==> config.mk <==
export PLATFORM = sky130hd
export DESIGN_NAME = framed_audio_serial_port_control
export DESIGN_NICKNAME = d
export VERILOG_FILES = /design/src/rtl/serial_port_pkg.sv /design/src/rtl/framed_audio_serial_port_control.sv
export SDC_FILE = /design/constraint.sdc
export NUM_CORES = 1
export LEC_CHECK = 0
export BUFFER_PORTS_ARGS = -buffer_cell sky130_fd_sc_hd__buf_2
export CORE_UTILIZATION = 40
export CTS_CLUSTER_SIZE = 10
export DETAILED_ROUTE_END_ITERATION = 10
export GPL_ROUTABILITY_DRIVEN = 0
export GPL_TIMING_DRIVEN = 0
export PLACE_DENSITY = 0.71
export RECOVER_POWER = 25
export SYNTH_ARGS = -nofsm -noshare
export SYNTH_HDL_FRONTEND = slang
export SYNTH_SLANG_ARGS = --single-unit
==> constraint.sdc <==
create_clock -name clock -period 2.2 [get_ports clock]
set_clock_uncertainty 0.05 [all_clocks]
set_input_delay 0.33 -clock clock [delete_from_list [all_inputs] [get_ports clock]]
set_output_delay 0.33 -clock clock [all_outputs]
set_load 0.02 [all_outputs]
==> src/rtl/serial_port_pkg.sv <==
// Register map, field positions and types of the serial port control block
package serial_port_pkg;
  localparam logic [3:0]  CTRL_OFFSET         = 4'h0;
  localparam logic [3:0]  CTRL_TWO_OFFSET     = 4'h4;
  localparam logic [3:0]  STATUS_OFFSET       = 4'h8;
  localparam logic [3:0]  RX_DATA_OFFSET      = 4'hC;
  localparam logic [31:0] CTRL_RESET          = 32'h0000_0000;
  localparam logic [31:0] CTRL_TWO_RESET      = 32'h0000_0000;
  localparam logic [2:0]  STATUS_RESET        = 3'h0;
  localparam logic [31:0] CTRL_WRITE_MASK     = 32'hFF83_BFFF;
  localparam logic [31:0] CTRL_LOCK_MASK      = 32'h0081_0000;
  localparam logic [31:0] CTRL_TWO_WRITE_MASK = 32'h0000_9F8B;
  localparam logic [31:0] CTRL_TWO_LOCK_MASK  = 32'h0000_008B;
  // Control register fields
  localparam int FRAMED_ENABLE_BIT      = 31;
  localparam int SYNC_DIRECTION_BIT     = 30;
  localparam int SYNC_POLARITY_BIT      = 29;
  localparam int AUTO_SLAVE_SELECT_BIT  = 28;
  localparam int SYNC_PULSE_WIDTH_BIT   = 27;
  localparam int SYNC_COUNT_LSB         = 24;
  localparam int BAUD_SOURCE_BIT        = 23;
  localparam int ENHANCED_BUFFER_BIT    = 16;
  localparam int MODULE_ON_BIT          = 15;
  localparam int WORD32_BIT             = 11;
  localparam int WORD16_BIT             = 10;
  localparam int CLOCK_EDGE_BIT         = 8;
  localparam int CLOCK_IDLE_POL_BIT     = 6;
  localparam int MASTER_ENABLE_BIT      = 5;
  // Second control register fields
  localparam int RX_SIGN_EXTEND_BIT     = 15;
  localparam int FRAME_ERR_EVENT_BIT    = 12;
  localparam int OVERFLOW_EVENT_BIT     = 11;
  localparam int UNDERRUN_EVENT_BIT     = 10;
  localparam int TOLERATE_OVERFLOW_BIT  = 9;
  localparam int TOLERATE_UNDERRUN_BIT  = 8;
  localparam int AUDIO_ENABLE_BIT       = 7;
  localparam int MONO_SELECT_BIT        = 3;
  localparam int AUDIO_FORMAT_LSB       = 0;
  // Status register fields
  localparam int STAT_FRAME_ERROR_BIT   = 0;
  localparam int STAT_OVERFLOW_BIT      = 1;
  localparam int STAT_UNDERRUN_BIT      = 2;
  localparam int STAT_HALTED_BIT        = 3;
  localparam logic [2:0] SYNC_COUNT_MAX_CODE = 3'h5;
  localparam logic [1:0] RESP_OKAY      = 2'h0;
  localparam logic [1:0] RESP_SLVERR    = 2'h2;
  localparam logic [1:0] FORMAT_I2S     = 2'h0;
  typedef enum logic [1:0] {FS_IDLE = 2'b01, FS_PULSE = 2'b10} frame_sync_signal_state_t;
endpackage

==> src/rtl/framed_audio_serial_port_control.sv <==
// Control registers, frame sync and error handling of the serial port
//
// The implementer's own choices: the AXI4-Lite interface to the registers and the address map.
`timescale 1ns/1ps
`default_nettype none
// Operation
// - Framed enable turns slave select into sync
// - Direction bit set makes sync an input
// - Polarity bit picks active-high or active-low pulse
// - Master auto select drives pin during transfers
// - Width bit: one character or one bit
// - Sync every 1 to 32 characters
// - Baud source: reference or peripheral bus clock
// - Locked fields writable only while module off
// - Audio mode forces clock idle polarity high
// - Sign extend receive words when enabled
// - Frame error event gated by enable bit
// - Overflow event gated by enable bit
// - Underrun event gated by enable bit
// - Tolerated overflow keeps data, else halts
// - Tolerated underrun sends zeros, else halts
// - Audio enable selects audio protocol operation
// - Mono sends each word on both channels
// - Format codes: I2S, left, right, PCM/DSP
// - Mono and format only act in audio mode
module framed_audio_serial_port_control #(
  parameter int DATA_W = 32
) (
  input  wire logic              clock,
  input  wire logic              rst_n,
  input  wire logic [3:0]        s_axi_awaddr,
  input  wire logic              s_axi_awvalid,
  output logic                   s_axi_awready,
  input  wire logic [31:0]       s_axi_wdata,
  input  wire logic [3:0]        s_axi_wstrb,
  input  wire logic              s_axi_wvalid,
  output logic                   s_axi_wready,
  output logic [1:0]             s_axi_bresp,
  output logic                   s_axi_bvalid,
  input  wire logic              s_axi_bready,
  input  wire logic [3:0]        s_axi_araddr,
  input  wire logic              s_axi_arvalid,
  output logic                   s_axi_arready,
  output logic [31:0]            s_axi_rdata,
  output logic [1:0]             s_axi_rresp,
  output logic                   s_axi_rvalid,
  input  wire logic              s_axi_rready,
  input  wire logic              char_start,
  input  wire logic              char_done,
  input  wire logic              bit_tick,
  input  wire logic              transfer_active,
  input  wire logic              frame_error_detect,
  input  wire logic              rx_word_valid,
  input  wire logic              rx_fifo_full,
  input  wire logic [DATA_W-1:0] rx_fifo_word,
  input  wire logic              tx_buffer_empty,
  input  wire logic [DATA_W-1:0] tx_buffer_word,
  input  wire logic              slave_select_in,
  output logic                   slave_select_out,
  output logic                   slave_select_oe,
  output logic                   frame_sync_seen,
  output logic                   serial_run,
  output logic                   baud_use_reference,
  output logic                   enhanced_buffer,
  output logic                   clock_idle_polarity,
  output logic                   clock_edge_select,
  output logic                   audio_mode,
  output logic                   mono_duplicate,
  output logic [1:0]             audio_format,
  output logic                   rx_store,
  output logic [DATA_W-1:0]      tx_shift_word,
  output logic                   error_event
);
  logic [31:0]         ctrl_ff;
  logic [31:0]         ctrl_two_ff;
  logic [2:0]          status_ff;
  logic                halt_ff;
  logic                aw_held_ff;
  logic                w_held_ff;
  logic [3:0]          aw_addr_ff;
  logic [31:0]         w_data_ff;
  logic [3:0]          w_strb_ff;
  logic                bvalid_ff;
  logic [1:0]          bresp_ff;
  logic                rvalid_ff;
  logic [31:0]         rdata_ff;
  logic [1:0]          rresp_ff;
  logic                error_event_ff;
  logic [DATA_W-1:0]   tx_shift_word_ff;
  logic                frame_sync_seen_ff;
  logic [4:0]          char_cnt_ff;
  serial_port_pkg::frame_sync_signal_state_t fs_state_ff;
  serial_port_pkg::frame_sync_signal_state_t nxt_fs_state;
  logic                wr_go;
  logic [31:0]         wr_mask;
  logic [31:0]         nxt_ctrl;
  logic [31:0]         nxt_ctrl_two;
  logic                module_on;
  logic                framed;
  logic                sync_pol;
  logic                master;
  logic                fs_master;
  logic                fs_fire;
  logic                fs_end;
  logic                overflow;
  logic                underrun;
  logic [4:0]          sync_period_m1;
  logic [2:0]          status_clear;

  function automatic logic [31:0] strobe_mask(input logic [3:0] strb);
    logic [31:0] m;
    m = 32'h0000_0000;
    for (int i = 0; i < 4; i++)
    begin
      m[i*8 +: 8] = {8{strb[i]}};
    end
    return m;
  endfunction

  function automatic logic [DATA_W-1:0] rx_extend(
    input logic [DATA_W-1:0] w, input logic sx,
    input logic w32, input logic w16);
    logic [DATA_W-1:0] r;
    r = w;
    if (!w32 && w16)
    begin
      r = {{(DATA_W-16){sx & w[15]}}, w[15:0]};
    end
    else if (!w32)
    begin
      r = {{(DATA_W-8){sx & w[7]}}, w[7:0]};
    end
    return r;
  endfunction

  assign module_on = ctrl_ff[serial_port_pkg::MODULE_ON_BIT];
  assign framed    = ctrl_ff[serial_port_pkg::FRAMED_ENABLE_BIT];
  assign sync_pol  = ctrl_ff[serial_port_pkg::SYNC_POLARITY_BIT];
  assign master    = ctrl_ff[serial_port_pkg::MASTER_ENABLE_BIT];
  assign fs_master = framed
                   & ~ctrl_ff[serial_port_pkg::SYNC_DIRECTION_BIT];

  // AXI write path: address and data are caught in either order
  assign s_axi_awready = ~aw_held_ff & ~bvalid_ff;
  assign s_axi_wready  = ~w_held_ff & ~bvalid_ff;
  assign s_axi_bvalid  = bvalid_ff;
  assign s_axi_bresp   = bresp_ff;
  assign wr_go         = aw_held_ff & w_held_ff & ~bvalid_ff;
  assign wr_mask       = strobe_mask(w_strb_ff);

  always_ff @(posedge clock or negedge rst_n)
  begin
    if (!rst_n)
    begin
      aw_held_ff <= 1'b0;
      w_held_ff  <= 1'b0;
      aw_addr_ff <= 4'h0;
      w_data_ff  <= 32'h0000_0000;
      w_strb_ff  <= 4'h0;
      bvalid_ff  <= 1'b0;
      bresp_ff   <= serial_port_pkg::RESP_OKAY;
    end
    else
    begin
      if (s_axi_awvalid && s_axi_awready)
      begin
        aw_held_ff <= 1'b1;
        aw_addr_ff <= s_axi_awaddr;
      end
      if (s_axi_wvalid && s_axi_wready)
      begin
        w_held_ff <= 1'b1;
        w_data_ff <= s_axi_wdata;
        w_strb_ff <= s_axi_wstrb;
      end
      if (wr_go)
      begin
        aw_held_ff <= 1'b0;
        w_held_ff  <= 1'b0;
        bvalid_ff  <= 1'b1;
        bresp_ff   <= (aw_addr_ff == serial_port_pkg::RX_DATA_OFFSET)
                    ? serial_port_pkg::RESP_SLVERR
                    : serial_port_pkg::RESP_OKAY;
      end
      else if (bvalid_ff && s_axi_bready)
      begin
        bvalid_ff <= 1'b0;
      end
    end
  end

  // Locked fields keep their value while the module is on
  always_comb
  begin
    logic [31:0] m1;
    logic [31:0] m2;
    m1 = wr_mask & serial_port_pkg::CTRL_WRITE_MASK;
    m2 = wr_mask & serial_port_pkg::CTRL_TWO_WRITE_MASK;
    if (module_on)
    begin
      m1 = m1 & ~serial_port_pkg::CTRL_LOCK_MASK;
      m2 = m2 & ~serial_port_pkg::CTRL_TWO_LOCK_MASK;
    end
    nxt_ctrl     = (ctrl_ff & ~m1) | (w_data_ff & m1);
    nxt_ctrl_two = (ctrl_two_ff & ~m2) | (w_data_ff & m2);
  end

  always_ff @(posedge clock or negedge rst_n)
  begin
    if (!rst_n)
    begin
      ctrl_ff     <= serial_port_pkg::CTRL_RESET;
      ctrl_two_ff <= serial_port_pkg::CTRL_TWO_RESET;
    end
    else if (wr_go && aw_addr_ff == serial_port_pkg::CTRL_OFFSET)
    begin
      ctrl_ff <= nxt_ctrl;
    end
    else if (wr_go && aw_addr_ff == serial_port_pkg::CTRL_TWO_OFFSET)
    begin
      ctrl_two_ff <= nxt_ctrl_two;
    end
  end

  // AXI read path
  assign s_axi_arready = ~rvalid_ff;
  assign s_axi_rvalid  = rvalid_ff;
  assign s_axi_rdata   = rdata_ff;
  assign s_axi_rresp   = rresp_ff;

  always_ff @(posedge clock or negedge rst_n)
  begin
    if (!rst_n)
    begin
      rvalid_ff <= 1'b0;
      rdata_ff  <= 32'h0000_0000;
      rresp_ff  <= serial_port_pkg::RESP_OKAY;
    end
    else if (s_axi_arvalid && s_axi_arready)
    begin
      rvalid_ff <= 1'b1;
      rresp_ff  <= serial_port_pkg::RESP_OKAY;
      unique case (s_axi_araddr)
        serial_port_pkg::CTRL_OFFSET:     rdata_ff <= ctrl_ff;
        serial_port_pkg::CTRL_TWO_OFFSET: rdata_ff <= ctrl_two_ff;
        serial_port_pkg::STATUS_OFFSET:   rdata_ff <= {28'h0, halt_ff, status_ff};
        serial_port_pkg::RX_DATA_OFFSET:
          rdata_ff <= 32'(rx_extend(rx_fifo_word,
            ctrl_two_ff[serial_port_pkg::RX_SIGN_EXTEND_BIT],
            ctrl_ff[serial_port_pkg::WORD32_BIT],
            ctrl_ff[serial_port_pkg::WORD16_BIT]));
        default:
        begin
          rdata_ff <= 32'h0000_0000;
          rresp_ff <= serial_port_pkg::RESP_SLVERR;
        end
      endcase
    end
    else if (rvalid_ff && s_axi_rready)
    begin
      rvalid_ff <= 1'b0;
    end
  end

  // Configuration seen by the serial engine
  assign baud_use_reference  = ctrl_ff[serial_port_pkg::BAUD_SOURCE_BIT];
  assign enhanced_buffer     = ctrl_ff[serial_port_pkg::ENHANCED_BUFFER_BIT];
  assign audio_mode          = ctrl_two_ff[serial_port_pkg::AUDIO_ENABLE_BIT];
  assign clock_idle_polarity = audio_mode
                             | ctrl_ff[serial_port_pkg::CLOCK_IDLE_POL_BIT];
  // Edge select has no meaning while framed
  assign clock_edge_select   = ~framed
                             & ctrl_ff[serial_port_pkg::CLOCK_EDGE_BIT];
  assign mono_duplicate      = audio_mode
                             & ctrl_two_ff[serial_port_pkg::MONO_SELECT_BIT];
  assign audio_format        = audio_mode
    ? ctrl_two_ff[serial_port_pkg::AUDIO_FORMAT_LSB +: 2]
    : serial_port_pkg::FORMAT_I2S;

  // Error detection and halting
  assign overflow   = rx_word_valid & rx_fifo_full & serial_run;
  assign underrun   = char_start & tx_buffer_empty & serial_run;
  assign serial_run = module_on & ~halt_ff;
  assign rx_store   = rx_word_valid & ~rx_fifo_full & serial_run;
  assign status_clear = (wr_go && aw_addr_ff == serial_port_pkg::STATUS_OFFSET
                         && w_strb_ff[0]) ? w_data_ff[2:0] : 3'h0;

  always_ff @(posedge clock or negedge rst_n)
  begin
    if (!rst_n)
    begin
      halt_ff <= 1'b0;
    end
    else if (!module_on)
    begin
      halt_ff <= 1'b0;
    end
    else if ((overflow
              && !ctrl_two_ff[serial_port_pkg::TOLERATE_OVERFLOW_BIT])
          || (underrun
              && !ctrl_two_ff[serial_port_pkg::TOLERATE_UNDERRUN_BIT]))
    begin
      halt_ff <= 1'b1;
    end
  end

  // Sticky flags, cleared by writing one; a new event wins the clear
  always_ff @(posedge clock or negedge rst_n)
  begin
    if (!rst_n)
    begin
      status_ff <= serial_port_pkg::STATUS_RESET;
    end
    else
    begin
      status_ff <= (status_ff & ~status_clear)
                 | {underrun, overflow, frame_error_detect};
    end
  end

  always_ff @(posedge clock or negedge rst_n)
  begin
    if (!rst_n)
    begin
      error_event_ff <= 1'b0;
    end
    else
    begin
      error_event_ff <=
          (frame_error_detect
           & ctrl_two_ff[serial_port_pkg::FRAME_ERR_EVENT_BIT])
        | (overflow & ctrl_two_ff[serial_port_pkg::OVERFLOW_EVENT_BIT])
        | (underrun & ctrl_two_ff[serial_port_pkg::UNDERRUN_EVENT_BIT]);
    end
  end
  assign error_event = error_event_ff;

  // Empty transmit buffer sends zeros
  always_ff @(posedge clock or negedge rst_n)
  begin
    if (!rst_n)
    begin
      tx_shift_word_ff <= '0;
    end
    else if (char_start)
    begin
      tx_shift_word_ff <= tx_buffer_empty ? '0 : tx_buffer_word;
    end
  end
  assign tx_shift_word = tx_shift_word_ff;

  // Frame sync generator: one pulse per programmed number of characters
  always_comb
  begin
    unique case (ctrl_ff[serial_port_pkg::SYNC_COUNT_LSB +: 3])
      3'h0:    sync_period_m1 = 5'h00;
      3'h1:    sync_period_m1 = 5'h01;
      3'h2:    sync_period_m1 = 5'h03;
      3'h3:    sync_period_m1 = 5'h07;
      3'h4:    sync_period_m1 = 5'h0F;
      default: sync_period_m1 = 5'h1F;
    endcase
  end

  assign fs_fire = fs_master & serial_run & char_start & (char_cnt_ff == 5'h00);
  assign fs_end  = ctrl_ff[serial_port_pkg::SYNC_PULSE_WIDTH_BIT]
                 ? char_done : bit_tick;

  always_ff @(posedge clock or negedge rst_n)
  begin
    if (!rst_n)
    begin
      char_cnt_ff <= 5'h00;
    end
    else if (!fs_master || !serial_run)
    begin
      char_cnt_ff <= 5'h00;
    end
    else if (char_start)
    begin
      char_cnt_ff <= (char_cnt_ff == 5'h00) ? sync_period_m1
                                            : char_cnt_ff - 5'h01;
    end
  end

  always_comb
  begin
    nxt_fs_state = fs_state_ff;
    unique case (fs_state_ff)
      serial_port_pkg::FS_IDLE:
        if (fs_fire) nxt_fs_state = serial_port_pkg::FS_PULSE;
      serial_port_pkg::FS_PULSE:
        if (fs_end || !fs_master) nxt_fs_state = serial_port_pkg::FS_IDLE;
      default:  nxt_fs_state = serial_port_pkg::FS_IDLE;
    endcase
  end

  always_ff @(posedge clock or negedge rst_n)
  begin
    if (!rst_n)
    begin
      fs_state_ff <= serial_port_pkg::FS_IDLE;
    end
    else
    begin
      fs_state_ff <= nxt_fs_state;
    end
  end

  // Slave select pin: frame sync out, automatic select, or released
  always_comb
  begin
    slave_select_oe  = 1'b0;
    slave_select_out = ~sync_pol;
    if (fs_master)
    begin
      slave_select_oe  = 1'b1;
      slave_select_out = (fs_state_ff == serial_port_pkg::FS_PULSE)
                       ? sync_pol : ~sync_pol;
    end
    else if (!framed && master
          && ctrl_ff[serial_port_pkg::AUTO_SLAVE_SELECT_BIT])
    begin
      slave_select_oe  = 1'b1;
      slave_select_out = transfer_active ? sync_pol : ~sync_pol;
    end
  end

  always_ff @(posedge clock or negedge rst_n)
  begin
    if (!rst_n)
    begin
      frame_sync_seen_ff <= 1'b0;
    end
    else
    begin
      frame_sync_seen_ff <= framed
        & ctrl_ff[serial_port_pkg::SYNC_DIRECTION_BIT]
        & (slave_select_in == sync_pol);
    end
  end
  assign frame_sync_seen = frame_sync_seen_ff;
endmodule
`default_nettype wire

==> flow_summary.toml, run 1 <==
[timing]
timing_max_transition_violations_final = 0
maxSlewHeadroom = 0.297
post-route-period-util = 0.958
timing.fmax_ghz = 0.475
totalNegativeSetupSlack_ps = 0
period_minus_slack_ps = 2110
worstMarginPinSlew_ps = 1050
minimum_setup_slack_in_the_final_design_ps = 93.1
final_hold_viol_count = 0
setup_viol = 0
grt_setup_unrepaired = "false"

[critical_path]
criticalPathCategory = "flop to primary output"
cell_by_cell_listing_of_the_critical_path = "nor4bb_4, a21oi_1, a21oi_1, xnor2_1, buf_2"
delay_of_the_slowest_critical_path_stage_ps = 450
category_of_the_worst_setup_path_launch_point = "flop"
cpMaxStageDelayCell = "dfrtp_2"
cp.arrival_ps = 1730
cp.required_ps = 1820
path_common_cell = "a21oi_1"
timing.critical_path.fanout_max = 6
worstSetupEndpointType = "primary output"

[drt]
wl_per_cell_um = 16.9
aggregate_routed_wire_length_um = 17200
routed-via-count = 5141
detail_route.vias_per_cell = 5.06
remaining_drc_errors = 0
initialDrtViolationCount = 270
detail-route-antenna-nets = 0
drtPass1Iterations = 4

[placement]
dp_cells = 982
dp_hpwl_um = 12500
preCtsSetupSlack_ps = -481
placement.io_buffers = 200

[floorplan]
core_area_um2 = 16100
floorplan.die.height_um = 131
floorplan.die.width_um = 131
die_area_um2 = 17100
row_count = 46
initial_core_util = 0.414
boundaryPins = 211

[clocking]
cts.path.max_buffers = 2
cts.reportedPaths.clkPinSlew_ps = 60
clock_tree.htree_level_count = 4
numCtsBuffers = 17
clk-insertion-delay-late_ps = 420
tritoncts_num_sinks = 153
cts_tree = "yes"
cts_root_buf = "clkbuf_16"

[power_and_ir_drop]
vdd.ir_drop.worst_mv = 0.658
p_leak_uw = 0.00426
total_power_uw = 9470
powerDensity_nw_per_um2 = 1100

[synthesis]
synth_cell_type_count = 57
synth_most_common_cell = "dfrtp_1"
flip_flop_and_latch_count_after_synthesis = 153
synth.yosys.warnings = 0
async_flop_share = 1.00
syn_area_per_cell_um2 = 11.8
synth_largest_area_cell = "dfrtp_1"
synthFlopType = "dfrtp_1"
synthCells = 564
synth_area_um2 = 6640
synthTopCellsByArea = "dfrtp_1 (57%), mux2_2 (12%), nand3b_1 (4.2%), o21ai_0 (3.7%), inv_1 (2.3%)"
synth_enable_flop_cells = 0
synthTopCellsByCount = "dfrtp_1 (152), mux2_2 (71), o21ai_0 (49)"
netlist.area_leader.share = 0.573
synth_seq_area_share = 0.577

[min_path]
hold_path_class = "input port to flop"

[run_status]
status = "finished, final reports clean"

[global_routing]
overflow = 0
grt_pass1_vias = 4961
wire_length_of_the_first_global_routing_pass_um = 26200
grt_use_total = 0.207
grt_max_degree = 79
initial_antenna_violation_count = 0

[finish]
final_core_util = 0.538
layout-drive-gt1-share = 0.436
syn_to_final_growth_pct = 30.1
num-fill-cells = 1445
multi_input_area_um2 = 2580
finish.cell_count_without_fillers = 1017
design.final.nets = 915
insertedDiodeCount = 0
ff_latch_area_um2 = 3830

[run]
maxCapViolations = 0
[cell type report]
type                       instances  area share
clock buffer                      21      0.0521
timing repair buffer             207       0.128
multi-input combinational        343       0.298
sequential                       153       0.444
tap                              216      0.0313
clock inverter                     9      0.0117
buffer                            27      0.0171
inverter                          41      0.0178
[final timing paths]
check / startpoint / end / slack, ps / depth (start not counted)
setup / recovery: flop / slave_select_out / 90 / 5
hold / removal: s_axi_bready / s_axi_bvalid / 30 / 2
setup reg to reg: s_axi_rvalid / s_axi_rdata[25] / 110 / 6
hold reg to reg: s_axi_rdata[4] / s_axi_rdata[4] / 430 / 2
max in group asynchronous: rst_n / fs_state_ff[0] / 540 / 3
min in group asynchronous: rst_n / s_axi_rresp[1] / 620 / 2
[cells by family after synthesis]
logic type / Yosys count / synth area share
compound gates: 112 / 0.111
simple gates: 145 / 0.120
other cells: 1 / 0.000565
xor+xnor: 2 / 0.00264
flops: 153 / 0.577
buf+inv: 69 / 0.0460
fa+ha+maj: 1 / 0.00188
mux: 81 / 0.141
[timing repair]
action	4_1_cts	5_1_grt
hold buffers	1	0
endpoints found under the hold margin	75	0
endpoints found under the setup margin	40	26
buffers inserted	4	0
gates cloned	1	0
pin swaps	1	0
gates resized for setup	14	13
[through the flow]
| step | cell area (um^2) | hold slack [ps] |
|---|---|---|
| 3_3_place_gp | 7920 | 403 |
| 2_1_floorplan | 6650 | -15.6 |
| 4_1_cts | 8610 | 13.6 |
| 3_5_place_dp | 7950 | 352 |
| 5_1_grt | 8640 | 34.6 |
| 6_report | 8640 | 30.7 |
[layout by cell type, fill, tap and decap left out, types with 6 or more instances in the layout]
| cell type | count |
|---|---|
| clkbuf_1 | 18 |
| mux2i_1 | 7 |
| mux2_2 | 71 |
| a21oi_1 | 11 |
| o221ai_1 | 7 |
| dfrtp_1 | 150 |
| inv_1 | 40 |
| buf_4 | 6 |
| a22oi_1 | 15 |
| nor2_1 | 34 |
| buf_2 | 200 |
| nand3b_1 | 37 |
| clkbuf_16 | 17 |
| nand2_1 | 35 |
| o21ai_0 | 43 |
| o21ai_2 | 14 |
[report_power, final]
part	leakage, uW	internal, uW	total (uW)	switching (uW)
clock network	0.000272	1680	2780	1110
logic	0.00201	1170	2430	1260
registers	0.00197	3610	4260	648
[worst max-delay path: cells and delay by family (launching register included)]
family / cells / cell delay (ps)
AOI/OAI and AO/OA: 2 / 210
xor gates and xnor gates: 1 / 160
buffers and inverters: 1 / 200
and+or+nand+nor: 1 / 290
DFF: 1 / 450
[layer usage]
metal / routed length, um / track usage / vias up / share of wire
li1: - / - / 2449 / -
met1: 7700 / 0.266 / 2514 / 0.45
met2: 8200 / 0.338 / 160 / 0.48
met3: 1080 / 0.0550 / 18 / 0.063
met4: 213 / 0.0737 / 0 / 0.012
met5: 0 / 0 / - / 0
No activity file was read; power rests on OpenSTA's default activity.
==> run 2: changes to the inputs <==
==> constraint.sdc (replaced) <==
create_clock -name clock -period 2.6 [get_ports clock]
set_clock_uncertainty 0.05 [all_clocks]
set_input_delay 0.39 -clock clock [delete_from_list [all_inputs] [get_ports clock]]
set_output_delay 0.39 -clock clock [all_outputs]
set_load 0.02 [all_outputs]
==> flow_summary.toml, run 2 (same netlist as run 1, synthesis figures left out) <==
[placement]
dp_hpwl_um = 12500
placement.io_buffers = 200
preCtsSetupSlack_ps = -80.5
dp_cells = 982
detailed_place.area_um2 = 7950

[floorplan]
row_count = 46
initial_core_util = 0.414
floorplan.die.width_um = 131
boundaryPins = 211
die_area_um2 = 17100
floorplan.die.height_um = 131
core_area_um2 = 16100

[timing]
final_hold_viol_count = 0
timing_max_transition_violations_final = 76
period_minus_slack_ps = 2340
grt_setup_unrepaired = "false"
setup_viol = 0
fin_worst_hold_slack_ps = 96.2
minimum_setup_slack_in_the_final_design_ps = 260
timing.fmax_ghz = 0.427
post-route-period-util = 0.900
worstMarginPinSlew_ps = 1720
maxSlewHeadroom = -0.145

[run_status]
violations_in_the_final_reports = "max-capacitance violations, max-slew violations"
status = "finished with violations"

[drt]
initialDrtViolationCount = 291
aggregate_routed_wire_length_um = 17000
detail-route-antenna-nets = 0
drtPass1Iterations = 4
wl_per_cell_um = 16.7
remaining_drc_errors = 0
routed-via-count = 5081
detail_route.vias_per_cell = 5.02

[critical_path]
regToRegEndpoint = "s_axi_rdata[25]"
criticalPathCategory = "flop to primary output"
cp.arrival_ps = 1900
r2r_slack_ps = 350
reg2reg_depth = 7
worstSetupEndpointType = "primary output"
cp.required_ps = 2160
category_of_the_worst_setup_path_launch_point = "flop"
r2r-start = "s_axi_rvalid"
timing.critical_path.fanout_max = 8
endpoint_of_the_worst_setup_timing_path = "slave_select_out"

[finish]
final_core_util = 0.530
layout-drive-gt1-share = 0.417
insertedDiodeCount = 0
stdcell_area_um2 = 8510
syn_to_final_growth_pct = 28.2
num-fill-cells = 1454
finish.cell_count_without_fillers = 1013
final_cell_mix = "buf_2 (202), dfrtp_1 (152), mux2_2 (71)"
mostFrequentLayoutCell = "buf_2"
design.final.nets = 911

[global_routing]
grt_max_degree = 79
grt_use_total = 0.205
initial_antenna_violation_count = 0
overflow = 0
wire_length_of_the_first_global_routing_pass_um = 26000
grt_pass1_vias = 4928

[clocking]
numCtsBuffers = 17
tritoncts_num_sinks = 153
clk-insertion-delay-late_ps = 410
clock_tree.htree_level_count = 4
cts_tree = "yes"
cts_root_buf = "clkbuf_16"
cts.path.max_buffers = 2
cts.reportedPaths.clkPinSlew_ps = 60
postCtsSetupRepairBufs = 0

[power_and_ir_drop]
vdd.ir_drop.worst_mv = 0.556
p_leak_uw = 0.00421
powerDensity_nw_per_um2 = 935

[min_path]
hold_path_class = "input port to flop"

[run]
maxCapViolations = 1
==> run 2: cell count changes in the layout (fill, tap and decap cells not counted), sizes merged <==
cell	change
buf	-3
clkbuf	-1
==> run 2: repair_timing <==
action,CTS,global route
resized for setup,1,0
hold endpoints to repair,75,0
setup endpoints to repair,23,0
hold buffers,1,0
==> run 2: where the power goes <==
part	switching, uW	internal (uW)
sequential	538	3050
combinational	1050	973
clock	929	1420
==> run 2: layer usage <==
layer,up-vias,part of all wire,global-route usage,routed length [um]
met3,9,0.056,0.0550,958
met1,2488,0.46,0.262,7740
met2,148,0.48,0.334,8150
li1,2436,-,-,-
met5,-,0,0,0
met4,0,0.0070,0.0737,119
==> run 2: how the worst min path moves through the flow <==
stage	startpoint	to	slack, ps	cells past startpoint
floorplan	rst_n	asynchronous set/reset pin	40	0
global placement	status_ff[0]	status_ff[0]	400	1
detailed placement	rst_n	s_axi_rdata[5]	410	1
CTS	s_axi_bready	s_axi_bvalid	70	2
global route	s_axi_rready	s_axi_rvalid	90	2
finish	s_axi_bready	s_axi_bvalid	100	2
==> run 2: cell type report <==
type | instances | area, um^2 | share of cell area
clock buffer | 21 | 450 | 0.0529
clock inverter | 9 | 101 | 0.0119
timing repair buffer | 202 | 1040 | 0.122
tap | 216 | 270 | 0.0318
sequential | 153 | 3830 | 0.450
buffer | 28 | 151 | 0.0178
multi-input combinational | 343 | 2520 | 0.296
inverter | 41 | 154 | 0.0181
==> run 2: critical path: stages (launching register included) <==
cell	delay (ps)
dfrtp_1	520
nor4bb_1	380
a21oi_1	70
a21oi_1	160
xnor2_1	150
buf_2	200
==> run 2: per-stage QoR <==
step,total power [uW],TNS [ps]
global route,8420,0
detailed placement,5660,-1050
CTS,8040,0
floorplan,4870,0
global placement,5580,-188660
finish,7960,0
==> run 3: changes to the inputs <==
--- a/config.mk
+++ b/config.mk
@@ -6,7 +6,9 @@
 export NUM_CORES = 1
 export LEC_CHECK = 0
 export BUFFER_PORTS_ARGS = -buffer_cell sky130_fd_sc_hd__buf_2
+export CORE_MARGIN = 8
 export CORE_UTILIZATION = 40
+export CTS_BUF_LIST = sky130_fd_sc_hd__clkbuf_4 sky130_fd_sc_hd__clkbuf_8
 export CTS_CLUSTER_SIZE = 10
 export DETAILED_ROUTE_END_ITERATION = 10
 export GPL_ROUTABILITY_DRIVEN = 0
==> flow_summary.toml, run 3 (same netlist as run 1, synthesis figures left out) <==
[min_path]
hold_path_class = "input port to flop"
min-delay-start = "s_axi_rready"

[global_routing]
wire_length_of_the_first_global_routing_pass_um = 28600
grt_use_total = 0.180
overflow = 0
grt_max_degree = 98
initial_antenna_violation_count = 2
grt_pass1_vias = 5379

[critical_path]
criticalPathCategory = "flop to flop"
worstSetupEndpointType = "flop"
regToRegEndpoint = "s_axi_rdata[25]"
endpoint_of_the_worst_setup_timing_path = "s_axi_rdata[25]"
setup.worst_path.start = "s_axi_rvalid"
timing.critical_path.fanout_max = 10
cp.arrival_ps = 2640
r2r-start = "s_axi_rvalid"
category_of_the_worst_setup_path_launch_point = "flop"
cp.required_ps = 2920
reg2reg_depth = 6
r2r_slack_ps = 280

[floorplan]
boundaryPins = 211
die_area_um2 = 21000
initial_core_util = 0.405
core_area_um2 = 16400
floorplan.die.width_um = 145
row_count = 47
floorplan.die.height_um = 145

[drt]
aggregate_routed_wire_length_um = 18300
initialDrtViolationCount = 211
detail_route.vias_per_cell = 5.00
detail-route-antenna-nets = 0
drtPass1Iterations = 4
remaining_drc_errors = 0
wl_per_cell_um = 17.9
routed-via-count = 5095

[run]
maxCapViolations = 0

[clocking]
cts.reportedPaths.clkPinSlew_ps = 90
cts_root_buf = "clkbuf_8"
cts.path.max_buffers = 2
cts_tree = "yes"
clock_tree.htree_level_count = 4
tritoncts_num_sinks = 153
clk-insertion-delay-late_ps = 450
postCtsSetupRepairBufs = 0
numCtsBuffers = 17

[power_and_ir_drop]
powerDensity_nw_per_um2 = 892
vdd.ir_drop.worst_mv = 0.630
p_leak_uw = 0.00414

[timing]
post-route-period-util = 0.891
period_minus_slack_ps = 2320
maxSlewHeadroom = 0.0174
worstMarginPinSlew_ps = 1470
grt_setup_unrepaired = "false"
totalNegativeSetupSlack_ps = 0
timing.fmax_ghz = 0.431
setup_viol = 0
final_hold_viol_count = 0
timing_max_transition_violations_final = 0

[placement]
placement.io_buffers = 200
dp_hpwl_um = 13900
detailed_place.area_um2 = 7960

[finish]
num-fill-cells = 1505
ff_latch_area_um2 = 3830
syn_to_final_growth_pct = 26.3
final_cell_mix = "buf_2 (201), dfrtp_1 (152), mux2_2 (71)"
final_core_util = 0.511
multi_input_area_um2 = 2520
insertedDiodeCount = 0
stdcell_area_um2 = 8390
design.final.nets = 911
layout-drive-gt1-share = 0.423
mostFrequentLayoutCell = "buf_2"

[run_status]
status = "finished, final reports clean"
-- run 3: routing by layer --
| metal | vias to the layer above | track usage | share of wire | wire length, um |
|---|---|---|---|---|
| li1 | 2421 | - | - | - |
| met1 | 2466 | 0.228 | 0.43 | 7930 |
| met2 | 179 | 0.282 | 0.46 | 8470 |
| met3 | 25 | 0.0535 | 0.081 | 1490 |
| met4 | 4 | 0.0712 | 0.020 | 371 |
| met5 | - | 0 | 0.00093 | 17 |
-- run 3: layout make-up --
type	instances	area share
clock buffers	18	0.0288
clock inverters	14	0.0206
plain buffers	28	0.0181
inverters	41	0.0184
flip-flops and latches	153	0.457
multi-input cells	343	0.301
repair buffers	202	0.124
well taps	220	0.0328
-- run 3: what timing repair did --
item	4_1_cts	5_1_grt
gates resized for setup	1	1
hold buffers	1	0
cloned	0	0
endpoints found under the hold margin	56	0
endpoints found under the setup margin	23	1
-- run 3: worst max-delay path, cell delays in order, from the launching register on --
cell	delay, ps
dfrtp_1	410
or4b_1	460
buf_2	180
nor3_1	320
clkbuf_1	540
a22oi_1	170
o21ai_2	90
-- run 3: metrics by stage --
stage | hold WS, ps | setup WS [ps] | std cells | total power (uW)
after floorplan | 44.4 | 428 | 565 | 4870
after global placement | 403 | -1280 | 985 | 5600
after detailed placement | 347 | -44.5 | 986 | 5680
after CTS | 20.6 | 207 | 1019 | 7580
after global routing | 24.6 | 91.8 | 1019 | 7950
final | 55.0 | 282 | 1019 | 7480
-- run 3: worst min-delay path by stage --
stage                                       to  slack [ps]  cells past startpoint
detailed placement                s_axi_rvalid         350                      1
global placement                  status_ff[0]         400                      1
floorplan           asynchronous set/reset pin          40                      0
CTS                               s_axi_rvalid          20                      2
global route                      s_axi_rvalid          20                      2
finish                            s_axi_rvalid          60                      2
-- run 3: power by group --
| group | internal, uW | switching (uW) |
|---|---|---|
| registers | 3040 | 532 |
| clock network | 965 | 911 |
| logic | 975 | 1060 |
| total | 4980 | 2500 |
